===== config.mk =====
export PLATFORM = sky130hd
export DESIGN_NAME = mfc_mac_flow_flat
export DESIGN_NICKNAME = d
export VERILOG_FILES = /design/src/mfc_pkg.sv /design/src/mfc_link_if.sv /design/src/mfc_mac_flow.sv /design/src/flat_wrapper.sv
export SDC_FILE = /design/constraint.sdc
export NUM_CORES = 1
export LEC_CHECK = 0
export BUFFER_PORTS_ARGS = -buffer_cell sky130_fd_sc_hd__buf_2
export CAP_MARGIN = 15
export CORE_MARGIN = 5
export CORE_UTILIZATION = 51
export CTS_CLUSTER_DIAMETER = 80
export DETAILED_ROUTE_END_ITERATION = 6
export PLACE_DENSITY_LB_ADDON = 0.05
export SLEW_MARGIN = 30
export SYNTH_ARGS = -nofsm -noshare
export SYNTH_HDL_FRONTEND = slang
export SYNTH_SLANG_ARGS = --single-unit

===== constraint.sdc =====
create_clock -name i_sys_clk -period 9.4 [get_ports i_sys_clk]
set_input_delay 0.94 -clock i_sys_clk [delete_from_list [all_inputs] [get_ports i_sys_clk]]
set_output_delay 0.94 -clock i_sys_clk [all_outputs]
set_load 0.01 [all_outputs]

===== src/mfc_pkg.sv =====
// shared constants and frame helpers for the flow-control link ends
package mfc_pkg;
  // ---------------------------------------------------------------
  // register indices (byte address = index * 4) and reset values
  // ---------------------------------------------------------------
  localparam logic [7:0] REG_RX_START = 8'h01;
  localparam logic [7:0] REG_RX_STOP  = 8'h02;
  localparam logic [7:0] REG_JAM_LIM  = 8'h17;
  localparam logic [7:0] REG_HI_WATER = 8'h1A;
  localparam logic [7:0] REG_CTRL     = 8'h20;
  localparam logic [7:0] REG_STATUS   = 8'h21;
  localparam logic [7:0] REG_FREE     = 8'h22;
  localparam logic [7:0] RST_START    = 8'h40;
  localparam logic [7:0] RST_STOP     = 8'h80;
  localparam logic [7:0] RST_JAM_LIM  = 8'h10;
  localparam logic [7:0] RST_HI_WATER = 8'h04;
  localparam logic [7:0] RST_CTRL     = 8'h00;
  localparam int         CTRL_FDX     = 0;
  localparam int         CTRL_SPD100  = 1;
  // ---------------------------------------------------------------
  // frame layout
  // ---------------------------------------------------------------
  localparam logic [47:0] PAUSE_MCAST   = 48'h0180C2000001;
  localparam logic [15:0] TYPE_MAC_CTRL = 16'h8808;
  localparam logic [15:0] OP_PAUSE      = 16'h0001;
  localparam logic [15:0] TYPE_DATA     = 16'h0800;
  localparam logic [15:0] XON_QUANTA    = 16'hFFFF;
  localparam logic [15:0] XOFF_QUANTA   = 16'h0000;
  localparam logic [7:0]  FRAME_MIN     = 8'h3C;
  localparam logic [31:0] CRC_INIT      = 32'hFFFFFFFF;
  localparam logic [31:0] CRC_POLY      = 32'hEDB88320;
  localparam logic [31:0] CRC_RESIDUE   = 32'hDEBB20E3;
  // ---------------------------------------------------------------
  // buffer and timing
  // ---------------------------------------------------------------
  localparam int PAGE_SHIFT   = 8;
  localparam int HW_HYST      = 6;
  localparam int JAM_BYTES    = 4;
  localparam int QUANTUM_BITS = 512;
  localparam int BIT_NS_100   = 10;
  localparam int BIT_NS_10    = 100;
  localparam int CLK_NS       = 25;
  localparam int Q_CYC_100    = QUANTUM_BITS * BIT_NS_100 / CLK_NS;
  localparam int Q_CYC_10     = QUANTUM_BITS * BIT_NS_10 / CLK_NS;

  function automatic logic [31:0] mfc_crc_byte(input logic [31:0] c, input logic [7:0] d);
    logic [31:0] r;
    r = c ^ {24'h000000, d};
    for (int i = 0; i < 8; i++) r = r[0] ? ((r >> 1) ^ CRC_POLY) : (r >> 1);
    return r;
  endfunction : mfc_crc_byte

  // header byte of a pause frame; everything past the parameter is zero pad
  function automatic logic [7:0] mfc_ctrl_byte(input logic [5:0] idx, input logic [47:0] da,
                                               input logic [47:0] sa, input logic [15:0] q);
    logic [47:0] s;
    s = (idx < 6'd6) ? (da << {idx, 3'b000}) : (sa << {idx - 6'd6, 3'b000});
    if (idx < 6'd12) return s[47:40];
    case (idx)
      6'd12:   return TYPE_MAC_CTRL[15:8];
      6'd13:   return TYPE_MAC_CTRL[7:0];
      6'd14:   return OP_PAUSE[15:8];
      6'd15:   return OP_PAUSE[7:0];
      6'd16:   return q[15:8];
      6'd17:   return q[7:0];
      default: return 8'h00;
    endcase
  endfunction : mfc_ctrl_byte
endpackage : mfc_pkg


===== src/mfc_link_if.sv =====
// byte-wide link between the local mac and the remote station
`timescale 1ns/1ps
interface mfc_link_if;
  logic [7:0] d_data;
  logic       d_valid;
  logic       d_jam;
  logic [7:0] p_data;
  logic       p_valid;
  modport dev (output d_data, d_valid, d_jam, input p_data, p_valid);
  modport peer (input d_data, d_valid, d_jam, output p_data, p_valid);
endinterface : mfc_link_if


===== src/mfc_mac_flow.sv =====
// local mac flow control: pause receive and send, half-duplex back-pressure, apb registers
// What this block does
// - pause accepted at own or reserved multicast address
// - control frames recognised only by type 8808
// - pause opcode 0001 is the only control handled
// - parameter is unsigned 16-bit count of quanta
// - new pause reloads timer; zero ends pause
// - pause frames padded with zeros to minimum size
// - pause honoured only when frame crc is good
// - frame in progress finishes before pause applies
// - free pages from ring start, stop, usage
// - send xon when free pages at or below high water
// - send xoff when free reaches high water plus six
// - half duplex: jam forces collision when free pages at or below high water
// - jam only at start of a received frame
// - clean tx or rx frame clears collision count
// - at jam limit let one frame through unjammed
`timescale 1ns/1ps
module mfc_mac_flow #(
  parameter logic [47:0] STATION_ADDR = 48'h020000000001,
  parameter int unsigned JAM_LEN      = mfc_pkg::JAM_BYTES
) (
  input  wire logic        i_sys_clk,
  input  wire logic        i_sys_rst,
  mfc_link_if.dev          link,
  input  wire logic [11:0] i_paddr,
  input  wire logic        i_psel,
  input  wire logic        i_penable,
  input  wire logic        i_pwrite,
  input  wire logic [31:0] i_pwdata,
  output logic [31:0]      o_prdata,
  output logic             o_pready,
  output logic             o_pslverr,
  input  wire logic        i_tx_valid,
  input  wire logic [7:0]  i_tx_data,
  input  wire logic        i_tx_last,
  output logic             o_tx_ready,
  output logic [7:0]       o_rx_data,
  output logic             o_rx_valid,
  output logic             o_rx_done,
  output logic             o_rx_good,
  output logic             o_paused
);
  import mfc_pkg::*;
  typedef enum {TX_IDLE, TX_USER, TX_CTRL, TX_FCS} mfc_dtx_t;

  if (JAM_LEN < 1 || JAM_LEN > 15) begin : g_chk
    $error("JAM_LEN must be 1..15");
  end

  // ---------------------------------------------------------------
  // registers, receive parse, pause timer, buffer watermarks
  // ---------------------------------------------------------------
  logic [7:0]  start_q, start_d, stop_q, stop_d, jaml_q, jaml_d, hw_q, hw_d;
  logic [7:0]  ctrl_q, ctrl_d, used_q, used_d, col_q, col_d, span, free, aidx, rel;
  logic [31:0] prd_q, prd_d, crc_q, crc_d;
  logic [15:0] ridx_q, ridx_d, pause_q, pause_d;
  logic [47:0] da_q, da_d, hdr_q, hdr_d;
  logic [11:0] div_q, div_d, q_last;
  logic [3:0]  jam_q, jam_d;
  logic        pv_q, pv_d, jmd_q, jmd_d, leak_q, leak_d, fon_q, fon_d;
  logic        xon_q, xon_d, xoff_q, xoff_d, rxv_q, rxv_d, done_q, done_d, good_q, good_d;
  logic [7:0]  rxd_q, rxd_d;
  logic        hit, wr, f_start, f_end, crc_ok, pause_ok, fdx, ctrl_start, tx_done;

  assign aidx    = i_paddr[9:2];
  assign hit     = (i_paddr[11:10] == 2'b00) && (aidx == REG_RX_START || aidx == REG_RX_STOP ||
                   aidx == REG_JAM_LIM || aidx == REG_HI_WATER || aidx == REG_CTRL ||
                   aidx == REG_STATUS || aidx == REG_FREE);
  assign wr      = i_psel && i_penable && i_pwrite && hit;
  assign fdx     = ctrl_q[CTRL_FDX];
  assign span    = stop_q - start_q;
  assign free    = (used_q > span) ? 8'h00 : span - used_q;
  assign f_start = link.p_valid && !pv_q;
  assign f_end   = pv_q && !link.p_valid;
  assign crc_ok  = (crc_q == CRC_RESIDUE);
  assign pause_ok = f_end && fdx && crc_ok && !jmd_q &&
                    (da_q == STATION_ADDR || da_q == PAUSE_MCAST) &&
                    hdr_q[47:32] == TYPE_MAC_CTRL && hdr_q[31:16] == OP_PAUSE;
  assign q_last  = ctrl_q[CTRL_SPD100] ? 12'(Q_CYC_100 - 1) : 12'(Q_CYC_10 - 1);
  assign rel     = (i_pwdata[7:0] > used_q) ? used_q : i_pwdata[7:0];

  always_comb begin
    start_d = start_q; stop_d = stop_q; jaml_d = jaml_q; hw_d = hw_q; ctrl_d = ctrl_q;
    used_d = used_q; col_d = col_q; prd_d = prd_q; crc_d = crc_q; ridx_d = ridx_q;
    pause_d = pause_q; da_d = da_q; hdr_d = hdr_q; div_d = div_q; jam_d = jam_q;
    pv_d = link.p_valid; jmd_d = jmd_q; leak_d = leak_q; fon_d = fon_q;
    xon_d = xon_q; xoff_d = xoff_q; rxv_d = link.p_valid; rxd_d = link.p_data;
    done_d = 1'b0; good_d = 1'b0;
    // apb read data is captured in the setup cycle, zero for unmapped
    if (i_psel && !i_penable) begin
      case (aidx)
        REG_RX_START: prd_d = {24'h000000, start_q};
        REG_RX_STOP:  prd_d = {24'h000000, stop_q};
        REG_JAM_LIM:  prd_d = {24'h000000, jaml_q};
        REG_HI_WATER: prd_d = {24'h000000, hw_q};
        REG_CTRL:     prd_d = {24'h000000, ctrl_q};
        REG_STATUS:   prd_d = {pause_q, col_q, 5'b00000, leak_q, fon_q, (pause_q != 16'h0000)};
        REG_FREE:     prd_d = {24'h000000, free};
        default:      prd_d = 32'h00000000;
      endcase
      if (i_paddr[11:10] != 2'b00) prd_d = 32'h00000000;
    end
    if (wr) begin
      case (aidx)
        REG_RX_START: start_d = i_pwdata[7:0];
        REG_RX_STOP:  stop_d = i_pwdata[7:0];
        REG_JAM_LIM:  jaml_d = i_pwdata[7:0];
        REG_HI_WATER: hw_d = i_pwdata[7:0];
        REG_CTRL:     ctrl_d = i_pwdata[7:0];
        REG_FREE:     used_d = used_q - rel;     // software hands pages back
        default:      ;
      endcase
    end
    // receive byte tracking
    if (link.p_valid) begin
      crc_d = mfc_crc_byte(crc_q, link.p_data);
      if (ridx_q != 16'hFFFF) ridx_d = ridx_q + 16'h0001;
      if (ridx_q < 16'd6) da_d = {da_q[39:0], link.p_data};
      if (ridx_q >= 16'd12 && ridx_q < 16'd18) hdr_d = {hdr_q[39:0], link.p_data};
    end
    // back-pressure only at the head of a new frame, so never late
    if (f_start && !fdx && free <= hw_q) begin
      if (leak_q) leak_d = 1'b0;
      else begin
        jam_d = JAM_LEN[3:0];
        jmd_d = 1'b1;
      end
    end else if (jam_q != 4'h0) jam_d = jam_q - 4'h1;
    if (tx_done) col_d = 8'h00;
    if (f_end) begin
      ridx_d = 16'h0000; crc_d = CRC_INIT; jmd_d = 1'b0; done_d = 1'b1;
      if (jmd_q) begin
        col_d = (col_q == 8'hFF) ? col_q : col_q + 8'h01;
        if (col_q + 8'h01 >= jaml_q) leak_d = 1'b1;
      end else begin
        col_d = 8'h00;
        good_d = crc_ok;
        if (crc_ok && hdr_q[47:32] != TYPE_MAC_CTRL)
          used_d = ((used_d + 8'(ridx_q >> PAGE_SHIFT) + 8'h01) < used_d) ? 8'hFF :
                   used_d + 8'(ridx_q >> PAGE_SHIFT) + 8'h01;
      end
    end
    // pause timer: reload on each good pause, a zero value ends it
    if (pause_ok) begin
      pause_d = hdr_q[15:0];
      div_d = 12'h000;
    end else if (pause_q != 16'h0000) begin
      if (div_q >= q_last) begin
        div_d = 12'h000;
        pause_d = pause_q - 16'h0001;
      end else div_d = div_q + 12'h001;
    end
    // watermark hysteresis; a pending request set here beats the clear
    if (ctrl_start) begin
      xon_d = 1'b0;
      xoff_d = 1'b0;
    end
    if (fdx && !fon_q && free <= hw_q) begin
      fon_d = 1'b1; xon_d = 1'b1; xoff_d = 1'b0;
    end else if (fdx && fon_q && {1'b0, free} >= {1'b0, hw_q} + 9'(HW_HYST)) begin
      fon_d = 1'b0; xoff_d = 1'b1; xon_d = 1'b0;
    end
  end

  always_ff @(posedge i_sys_clk or posedge i_sys_rst) begin
    if (i_sys_rst) begin
      start_q <= RST_START; stop_q <= RST_STOP; jaml_q <= RST_JAM_LIM; hw_q <= RST_HI_WATER;
      ctrl_q <= RST_CTRL; used_q <= 8'h00; col_q <= 8'h00; prd_q <= 32'h00000000;
      crc_q <= CRC_INIT; ridx_q <= 16'h0000; pause_q <= 16'h0000; da_q <= 48'h0;
      hdr_q <= 48'h0; div_q <= 12'h000; jam_q <= 4'h0; pv_q <= 1'b0; jmd_q <= 1'b0;
      leak_q <= 1'b0; fon_q <= 1'b0; xon_q <= 1'b0; xoff_q <= 1'b0; rxv_q <= 1'b0;
      rxd_q <= 8'h00; done_q <= 1'b0; good_q <= 1'b0;
    end else begin
      start_q <= start_d; stop_q <= stop_d; jaml_q <= jaml_d; hw_q <= hw_d;
      ctrl_q <= ctrl_d; used_q <= used_d; col_q <= col_d; prd_q <= prd_d;
      crc_q <= crc_d; ridx_q <= ridx_d; pause_q <= pause_d; da_q <= da_d;
      hdr_q <= hdr_d; div_q <= div_d; jam_q <= jam_d; pv_q <= pv_d; jmd_q <= jmd_d;
      leak_q <= leak_d; fon_q <= fon_d; xon_q <= xon_d; xoff_q <= xoff_d; rxv_q <= rxv_d;
      rxd_q <= rxd_d; done_q <= done_d; good_q <= good_d;
    end
  end

  assign o_prdata   = prd_q;
  assign o_pready   = 1'b1;
  assign o_pslverr  = i_psel && i_penable && !hit;
  assign o_rx_data  = rxd_q;
  assign o_rx_valid = rxv_q;
  assign o_rx_done  = done_q;
  assign o_rx_good  = good_q;
  assign o_paused   = (pause_q != 16'h0000);
  assign link.d_jam = (jam_q != 4'h0);

  // ---------------------------------------------------------------
  // transmit: user frames, pause frames, fcs append
  // ---------------------------------------------------------------
  mfc_dtx_t    tst_q, tst_d;
  logic [5:0]  tidx_q, tidx_d;
  logic [31:0] tcrc_q, tcrc_d, fcs_w;
  logic [15:0] tq_q, tq_d;
  logic [7:0]  txd_q, txd_d, cb;
  logic        txv_q, txv_d;

  assign cb    = mfc_ctrl_byte(tidx_q, PAUSE_MCAST, STATION_ADDR, tq_q);
  assign fcs_w = ~(tcrc_q >> {tidx_q[1:0], 3'b000});

  always_comb begin
    tst_d = tst_q; tidx_d = tidx_q; tcrc_d = tcrc_q; tq_d = tq_q; txd_d = txd_q;
    txv_d = 1'b0; ctrl_start = 1'b0; tx_done = 1'b0;
    case (tst_q)
      TX_IDLE: begin
        tidx_d = 6'd0;
        tcrc_d = CRC_INIT;
        if (fdx && (xon_q || xoff_q)) begin
          ctrl_start = 1'b1;
          tq_d = xon_q ? XON_QUANTA : XOFF_QUANTA;
          tst_d = TX_CTRL;
        end else if (i_tx_valid && pause_q == 16'h0000) tst_d = TX_USER;
      end
      TX_USER: begin
        // a pause landing here waits until this frame is out
        if (i_tx_valid) begin
          txv_d = 1'b1; txd_d = i_tx_data;
          tcrc_d = mfc_crc_byte(tcrc_q, i_tx_data);
          if (i_tx_last) tst_d = TX_FCS;
        end
      end
      TX_CTRL: begin
        txv_d = 1'b1; txd_d = cb;
        tcrc_d = mfc_crc_byte(tcrc_q, cb);
        tidx_d = tidx_q + 6'd1;
        if (tidx_q == 6'(FRAME_MIN - 8'h01)) begin
          tidx_d = 6'd0;
          tst_d = TX_FCS;
        end
      end
      TX_FCS: begin
        txv_d = 1'b1; txd_d = fcs_w[7:0];
        tidx_d = tidx_q + 6'd1;
        if (tidx_q == 6'd3) begin
          tst_d = TX_IDLE;
          tx_done = 1'b1;
        end
      end
      default: tst_d = TX_IDLE;
    endcase
  end

  always_ff @(posedge i_sys_clk or posedge i_sys_rst) begin
    if (i_sys_rst) begin
      tst_q <= TX_IDLE; tidx_q <= 6'd0; tcrc_q <= CRC_INIT; tq_q <= 16'h0000;
      txd_q <= 8'h00; txv_q <= 1'b0;
    end else begin
      tst_q <= tst_d; tidx_q <= tidx_d; tcrc_q <= tcrc_d; tq_q <= tq_d;
      txd_q <= txd_d; txv_q <= txv_d;
    end
  end

  assign o_tx_ready   = (tst_q == TX_USER);
  assign link.d_data  = txd_q;
  assign link.d_valid = txv_q;
endmodule : mfc_mac_flow


===== src/flat_wrapper.sv =====
// flat-port wrapper written by rule: the top's interface ports become plain ports
module mfc_mac_flow_flat import mfc_pkg::*;
#(
  parameter logic [47:0] STATION_ADDR = 48'h020000000001,
  parameter int unsigned JAM_LEN      = mfc_pkg::JAM_BYTES
)
  (i_sys_clk, i_sys_rst, i_paddr, i_psel, i_penable, i_pwrite, i_pwdata, o_prdata, o_pready, o_pslverr, i_tx_valid, i_tx_data, i_tx_last, o_tx_ready, o_rx_data, o_rx_valid, o_rx_done, o_rx_good, o_paused, link_d_data, link_d_valid, link_d_jam, link_p_data, link_p_valid);
  mfc_link_if link_i ();
  input  wire logic i_sys_clk;
  input  wire logic i_sys_rst;
  input  wire logic [11:0] i_paddr;
  input  wire logic i_psel;
  input  wire logic i_penable;
  input  wire logic i_pwrite;
  input  wire logic [31:0] i_pwdata;
  output logic [31:0] o_prdata;
  output logic o_pready;
  output logic o_pslverr;
  input  wire logic i_tx_valid;
  input  wire logic [7:0] i_tx_data;
  input  wire logic i_tx_last;
  output logic o_tx_ready;
  output logic [7:0] o_rx_data;
  output logic o_rx_valid;
  output logic o_rx_done;
  output logic o_rx_good;
  output logic o_paused;
  output wire logic [$bits(link_i.d_data)-1:0] link_d_data;
  output wire logic [$bits(link_i.d_valid)-1:0] link_d_valid;
  output wire logic [$bits(link_i.d_jam)-1:0] link_d_jam;
  input wire logic [$bits(link_i.p_data)-1:0] link_p_data;
  input wire logic [$bits(link_i.p_valid)-1:0] link_p_valid;
  assign link_d_data = link_i.d_data;
  assign link_d_valid = link_i.d_valid;
  assign link_d_jam = link_i.d_jam;
  assign link_i.p_data = link_p_data;
  assign link_i.p_valid = link_p_valid;
  mfc_mac_flow #(.STATION_ADDR(STATION_ADDR), .JAM_LEN(JAM_LEN)) u_core (.i_sys_clk(i_sys_clk), .i_sys_rst(i_sys_rst), .link(link_i), .i_paddr(i_paddr), .i_psel(i_psel), .i_penable(i_penable), .i_pwrite(i_pwrite), .i_pwdata(i_pwdata), .o_prdata(o_prdata), .o_pready(o_pready), .o_pslverr(o_pslverr), .i_tx_valid(i_tx_valid), .i_tx_data(i_tx_data), .i_tx_last(i_tx_last), .o_tx_ready(o_tx_ready), .o_rx_data(o_rx_data), .o_rx_valid(o_rx_valid), .o_rx_done(o_rx_done), .o_rx_good(o_rx_good), .o_paused(o_paused));
endmodule

Word-level counts from Yosys, hierarchy flattened
Cells that the tools add are included.
{"block": "classes", "magnitude_cmp": 12, "addsub": 13, "reduce_logical": 74, "n_eq_ne": 34, "shifts": 3, "muxes": 95, "bitwise_logic": 28}
{"op": "32-bit two-way mux", "n": 34}
{"op": "13-bit inverter with 14-bit output", "n": 24}
{"op": "32-bit case mux with 7 select lines", "n": 1}
{"op": "32-bit case mux with 4 select lines", "n": 1}
{"op": "8-bit two-way mux", "n": 15}
{"op": "16-bit two-way mux", "n": 7}
{"op": "32-bit by 2-bit == test with 1-bit output, second input constant", "n": 3}
{"op": "32-bit case mux with 3 select lines", "n": 1}
{"op": "32-bit by 8-bit bitwise XOR with 32-bit output", "n": 3}
{"op": "48-bit by 41-bit == test with 1-bit output, second input constant", "n": 1}
{"op": "48-bit by 42-bit == test with 1-bit output, second input constant", "n": 1}
{"op": "48-bit two-way mux", "n": 1}
{"op": "41-bit by 9-bit left shift with 48-bit output, first input constant", "n": 1}
{"op": "42-bit by 9-bit left shift with 48-bit output, first input constant", "n": 1}
{"op": "8-bit case mux with 5 select lines", "n": 1}
{"op": "12-bit two-way mux", "n": 3}
{"op": "32-bit by 1-bit == test with 1-bit output, second input constant", "n": 1}
{"op": "32-bit == test, second input constant", "n": 1}
{"op": "32-bit logical NOT", "n": 1}
{"op": "16-bit inequality test, second input constant", "n": 2}
{"op": "32-bit by 5-bit right shift with 8-bit output", "n": 1}
{"op": "2-bit AND reduction", "n": 15}
{"op": "8-bit by 6-bit == test with 1-bit output, second input constant", "n": 3}
{"op": "1-bit logical AND", "n": 24}
{"op": "other kinds (53)", "n": 113}
{"block": "totals", "elab_cells": 289, "output_inout_bits": 57, "in_bits": 68, "register_bits": 375}

Logic depth before layout (Yosys ltp)
{"block": "logic_depth", "word_depth": 23, "depth_mapped": 30, "ltp_nobuf": 30}

Least setup slack after synthesis
No wires, ideal clock.
{"block": "synth_path", "path_kind": "input-to-reg", "start": "in i_pwdata[2]", "end": "reg u_core.used_q[7]", "cell_stages": 28, "path_buffers": 1, "slack_ns": 3.546, "arrival_ns": 5.733, "setup_ns": 0.121, "required_ns": 9.279, "path_cell_list": "ha_1 -> o21ai_0 -> a21oi_1 -> o211ai_1 -> a21boi_0 -> o31ai_1 -> clkbuf_1 -> o21ai_0 -> ha_1 -> fa_1 -> nor2b_1 -> o21ai_0 -> nand2b_1 -> a21o_1 -> a21oi_1 -> xor2_1 -> o21ai_0 -> ha_1 -> or3_1 -> o21ai_0 -> a21oi_1 -> xnor2_1 -> xnor2_1 -> ha_1 -> o21ai_0 -> a21oi_1 -> nor2b_1 -> o21ai_1"}
{"block": "synth_via", "elab_chain_len": 12}
{"item": "start: declaration", "line_no": "flat_wrapper.sv:15", "text": "input wire logic [31:0] i_pwdata;"}
{"item": "8-bit greater-than comparator", "line_no": "mfc_mac_flow.sv:81", "text": "assign rel = (i_pwdata[7:0] > used_q) ? used_q : i_pwdata[7:0];"}
{"item": "8-bit two-way mux *", "line_no": "mfc_mac_flow.sv:81"}
{"item": "8-bit subtractor *", "line_no": "mfc_mac_flow.sv:111", "text": "REG_FREE: used_d = used_q - rel;"}
{"item": "8-bit two-way mux *", "line_no": "mfc_mac_flow.sv:105", "text": "case (aidx)"}
{"item": "8-bit two-way mux *", "line_no": "mfc_mac_flow.sv:104", "text": "if (wr) begin"}
{"item": "8-bit adder", "line_no": "mfc_mac_flow.sv:140, mfc_mac_flow.sv:141"}
{"item": "8-bit by 1-bit adder with 8-bit output", "line_no": "mfc_mac_flow.sv:140, mfc_mac_flow.sv:141"}
{"item": "8-bit < comparator", "line_no": "mfc_mac_flow.sv:140", "text": "used_d = ((used_d + 8'(ridx_q >> PAGE_SHIFT) + 8'h01) < used_d) ? 8'hFF :"}
{"item": "8-bit two-way mux", "line_no": "mfc_mac_flow.sv:140"}
{"item": "8-bit two-way mux", "line_no": "mfc_mac_flow.sv:139", "text": "if (crc_ok && hdr_q[47:32] != TYPE_MAC_CTRL)"}
{"item": "8-bit two-way mux", "line_no": "mfc_mac_flow.sv:133", "text": "if (jmd_q) begin"}
{"item": "8-bit two-way mux *", "line_no": "mfc_mac_flow.sv:131", "text": "if (f_end) begin"}
{"item": "via u_core.used_d[7]", "line_no": "mfc_mac_flow.sv:55", "text": "logic [7:0] ctrl_q, ctrl_d, used_q, used_d, col_q, col_d, span, free, aidx, rel;"}
{"item": "end signal: assignment", "line_no": "mfc_mac_flow.sv:176", "text": "ctrl_q <= ctrl_d; used_q <= used_d; col_q <= col_d; prd_q <= prd_d;"}
{"item": "end: declaration", "line_no": "mfc_mac_flow.sv:55"}
Mark *: on every way through the listed nets, which the timed path passes. The rest lies on a longest branch.
A chain may end at the register's enable or synchronous reset.

Final worst setup path
Ends and elaborated chain as after synthesis.

==> implementation parameters <==
Parameter                              Value

Status
  Status ... finished clean

Detailed routing
  Post-detailed-routing wire length ... 49.7 mm
  Routed wirelength normalized by instance count ... 19.7 µm
  DRT iter0 DRCs ... 875
  Number of antenna-violating nets in the routed design ... 0
  Vias ... 14400
  Detail-routed via count per cell ... 5.70
  First-pass detailed-route iteration total ... 4
  Remaining routing DRC violations ... 0

Setup path
  CP Max Fanout ... 16
  Most Frequent Cell on Critical Path ... o21ai_0
  Number of buffers and inverters on the critical path ... 3
  Depth of the worst register-to-register path ... 29
  Cell type of the slowest stage on the worst timing path ... a21oi_1
  Reg-to-Reg Start ... u_core.used_q[1]
  Worst Setup Start Kind ... input pin
  Worst flop-to-flop path endpoint ... u_core.used_q[7]
  Data arrival time of the worst path ... 6.24 ns
  CP Data Required Time ... 9.85 ns
  Family of cells with the greatest summed delay on the critical path ... compound AO/OA/AOI/OAI gates
  Register-to-register path setup slack ... 3.66 ns
  Slowest stage delay, CP ... 0.49 ns
  Critical Path End Type ... register
  Setup Crit Path Kind ... input pin to register

Synth
  Mean instance size in the synthesized netlist ... 10.4 µm²
  EDFF count, synth ... 0
  Proportion of synthesized flip-flops having asynchronous set or reset ... 100%
  Synth warnings ... 0
  Unique cell type count in the Yosys netlist ... 89
  Gate count after technology mapping ... 1893
  Mapped cell area ... 19700 µm²
  Biggest area consumer among synthesized cells ... dfrtp_1
  Post-synth top flop ... dfrtp_1
  Synth top area share ... 33.3%
  Cell types occupying the most area after synthesis ... dfrtp_1, dfstp_2, xnor2_1
  Flops & latches, synth ... 330
  Post-Syn Nets ... 2057
  Seq/Total Area, Yosys ... 42.3%

Die
  Area enclosed by the die boundary ... 42700 µm²
  Die extent in y ... 207 µm
  Ports ... 125
  Die width ... 207 µm
  Floorplan Core Area ... 38500 µm²
  Effective utilization at floorplan ... 51.2%
  Row count ... 72

Power and ir drop
  Power, Total ... 4.56 mW
  VDD IR-drop max ... 266 µV
  Power density normalized to cell area ... 209 nW/µm²
  Leakage ... 9.39 nW

Placement
  Number of buffers added on ports ... 97
  Final weighted congestion in routability-driven placement ... 0.851
  HPWL reported at the end of detailed placement ... 35.6 mm

Cells and area
  Share of post-route cells with drive strength above 1 ... 21.2%
  Most common cell after layout, fill and taps aside ... dfrtp_1
  Filler Cell Count ... 3418
  Final Core Density ... 56.8%
  Layout Nets ... 2145
  Storage element area ... 8340 µm²
  Commonest non-fill, non-tap cells in the layout ... dfrtp_1, xnor2_1, nor2_1
  Footprint of the multi-input gates ... 10700 µm²
  Layout-stage area growth over the synthesis result ... 11.0%
  # diodes ... 0

Global routing
  Overflow left after global routing ... 0
  Global-route usage over all layers ... 23.5%
  Global-route wire length before repair ... 80.2 mm
  Maximum number of pins on one net before global-route repair ... 73
  Initial antenna violation count ... 0
  Number of global-route vias before repair ... 14400

STA
  Pins Over Slew Limit ... 0
  Total Negative Setup Slacks ... 0 ns
  Number of hold violations in the final report ... 0
  Setup repair after global routing missed its margin ... no
  Fin crit period ... 5.80 ns
  Max Fclk ... 0.172 GHz
  Worst slew pin tran ... 0.893 ns
  Period Utilization, post-route ... 61.7%
  Worst clock skew ... 0.0219 ns
  Setup-failing EPs final ... 0
  Normalized max-slew margin ... 40.1%

CTS
  Clock transition at path regs ... 0.06 ns
  H-tree levels ... 2
  Setup fix buffers added after clock tree synthesis ... 0
  Clock Sink Count ... 330
  Number of gates resized after CTS ... 0
  CTS tree ... done
  Cell at the root of the clock tree ... clkbuf_16
  Number of buffers added by the clock tree synthesis step ... 39
  Max clock buf depth ... 3
  Count of hold-fix buffers inserted at cts ... 0
  Clock Latency Late Sink ... 0.57 ns

Worst hold path
  Class of the worst hold path ... register to register
  Hold-critical path depth ... 1
  End point of the most critical hold path ... u_core.ctrl_q[2]
  Hold path start ... u_core.ctrl_q[2]

Run
  Count of maximum capacitance violations ... 0
-- Yosys cell counts, drive strengths merged, types with 12 or more instances --
library cell and n:
xnor2 201, a221oi 42, xor2 79, dfrtp 262, clkbuf 65, nor3 54, a22o 28, ha 92
mux2 127, nand4 27, nor4 37, nor2b 33, o21ai 94, nand3 32, a21oi 117, nand2b 17
and3 20, nor2 175, inv 70, nand2 92, dfstp 68, a31oi 12
-- per-stage QoR --
step	hold slack, ns	area (µm²)	setup WS, ns	instances
global placement	0.469	20600	3.24	2457
global route	0.512	21900	3.05	2526
detailed placement	0.479	20600	3.03	2457
floorplan	0.450	19700	3.55	1893
CTS	0.492	21800	3.60	2525
finish	0.493	21900	3.60	2526
-- per-layer routing --
layer / wire length [µm] / global-route usage (%)
met1: 22600 / 32.6
met2: 23100 / 37.8
met3: 2340 / 3.56
met4: 1680 / 8.51
met5: 0 / 0
-- state kept, by name (all words and copies together), names as in the netlist, 12 cells and up --
register and flops:
u_core.da_q 48, u_core.hdr_q 48, u_core.crc_q 32, u_core.o_prdata 32
u_core.tcrc_q 32, u_core.pause_q 16, u_core.ridx_q 16, u_core.div_q 12
-- cell families (layout without fill, tap and decap cells) --
group	Yosys count	in the layout	synth area share, %
AO/OA/AOI/OAI	370	370	12.5
XOR/XNOR	280	280	13.5
adder cells (fa/ha/maj)	96	96	6.25
buffers and inverters	145	260	3.57
flip-flops	330	330	42.3
multiplexers	137	137	8.27
other	1	1	0.0190
AND/OR/NAND/NOR	534	534	13.6
-- worst max-delay path by stage --
stage,startpoint,to,cells after the start
floorplan,i_pwdata[2],u_core.used_q[7],28
global placement,i_pwdata[2],u_core.used_q[7],29
detailed placement,i_pwdata[2],u_core.used_q[4],29
CTS,i_pwdata[2],u_core.used_q[4],29
global route,i_pwdata[2],u_core.used_q[2],29
finish,i_pwdata[2],u_core.used_q[7],29
-- power by group --
| group | switching (mW) | total, mW | internal [mW] |
|---|---|---|---|
| logic | 0.590 | 1.18 | 0.587 |
| clock network | 0.610 | 1.46 | 0.847 |
| registers | 0.224 | 1.93 | 1.70 |
-- area by class of cell --
type / instances / share of cell area (%)
inverters: 70 / 1.22
well taps: 518 / 2.96
multi-input cells: 1418 / 48.8
clock inverters: 14 / 0.669
repair buffers: 122 / 3.15
clock buffers: 54 / 5.00
flip-flops and latches: 330 / 38.2
(Power assumes the default switching activity.)
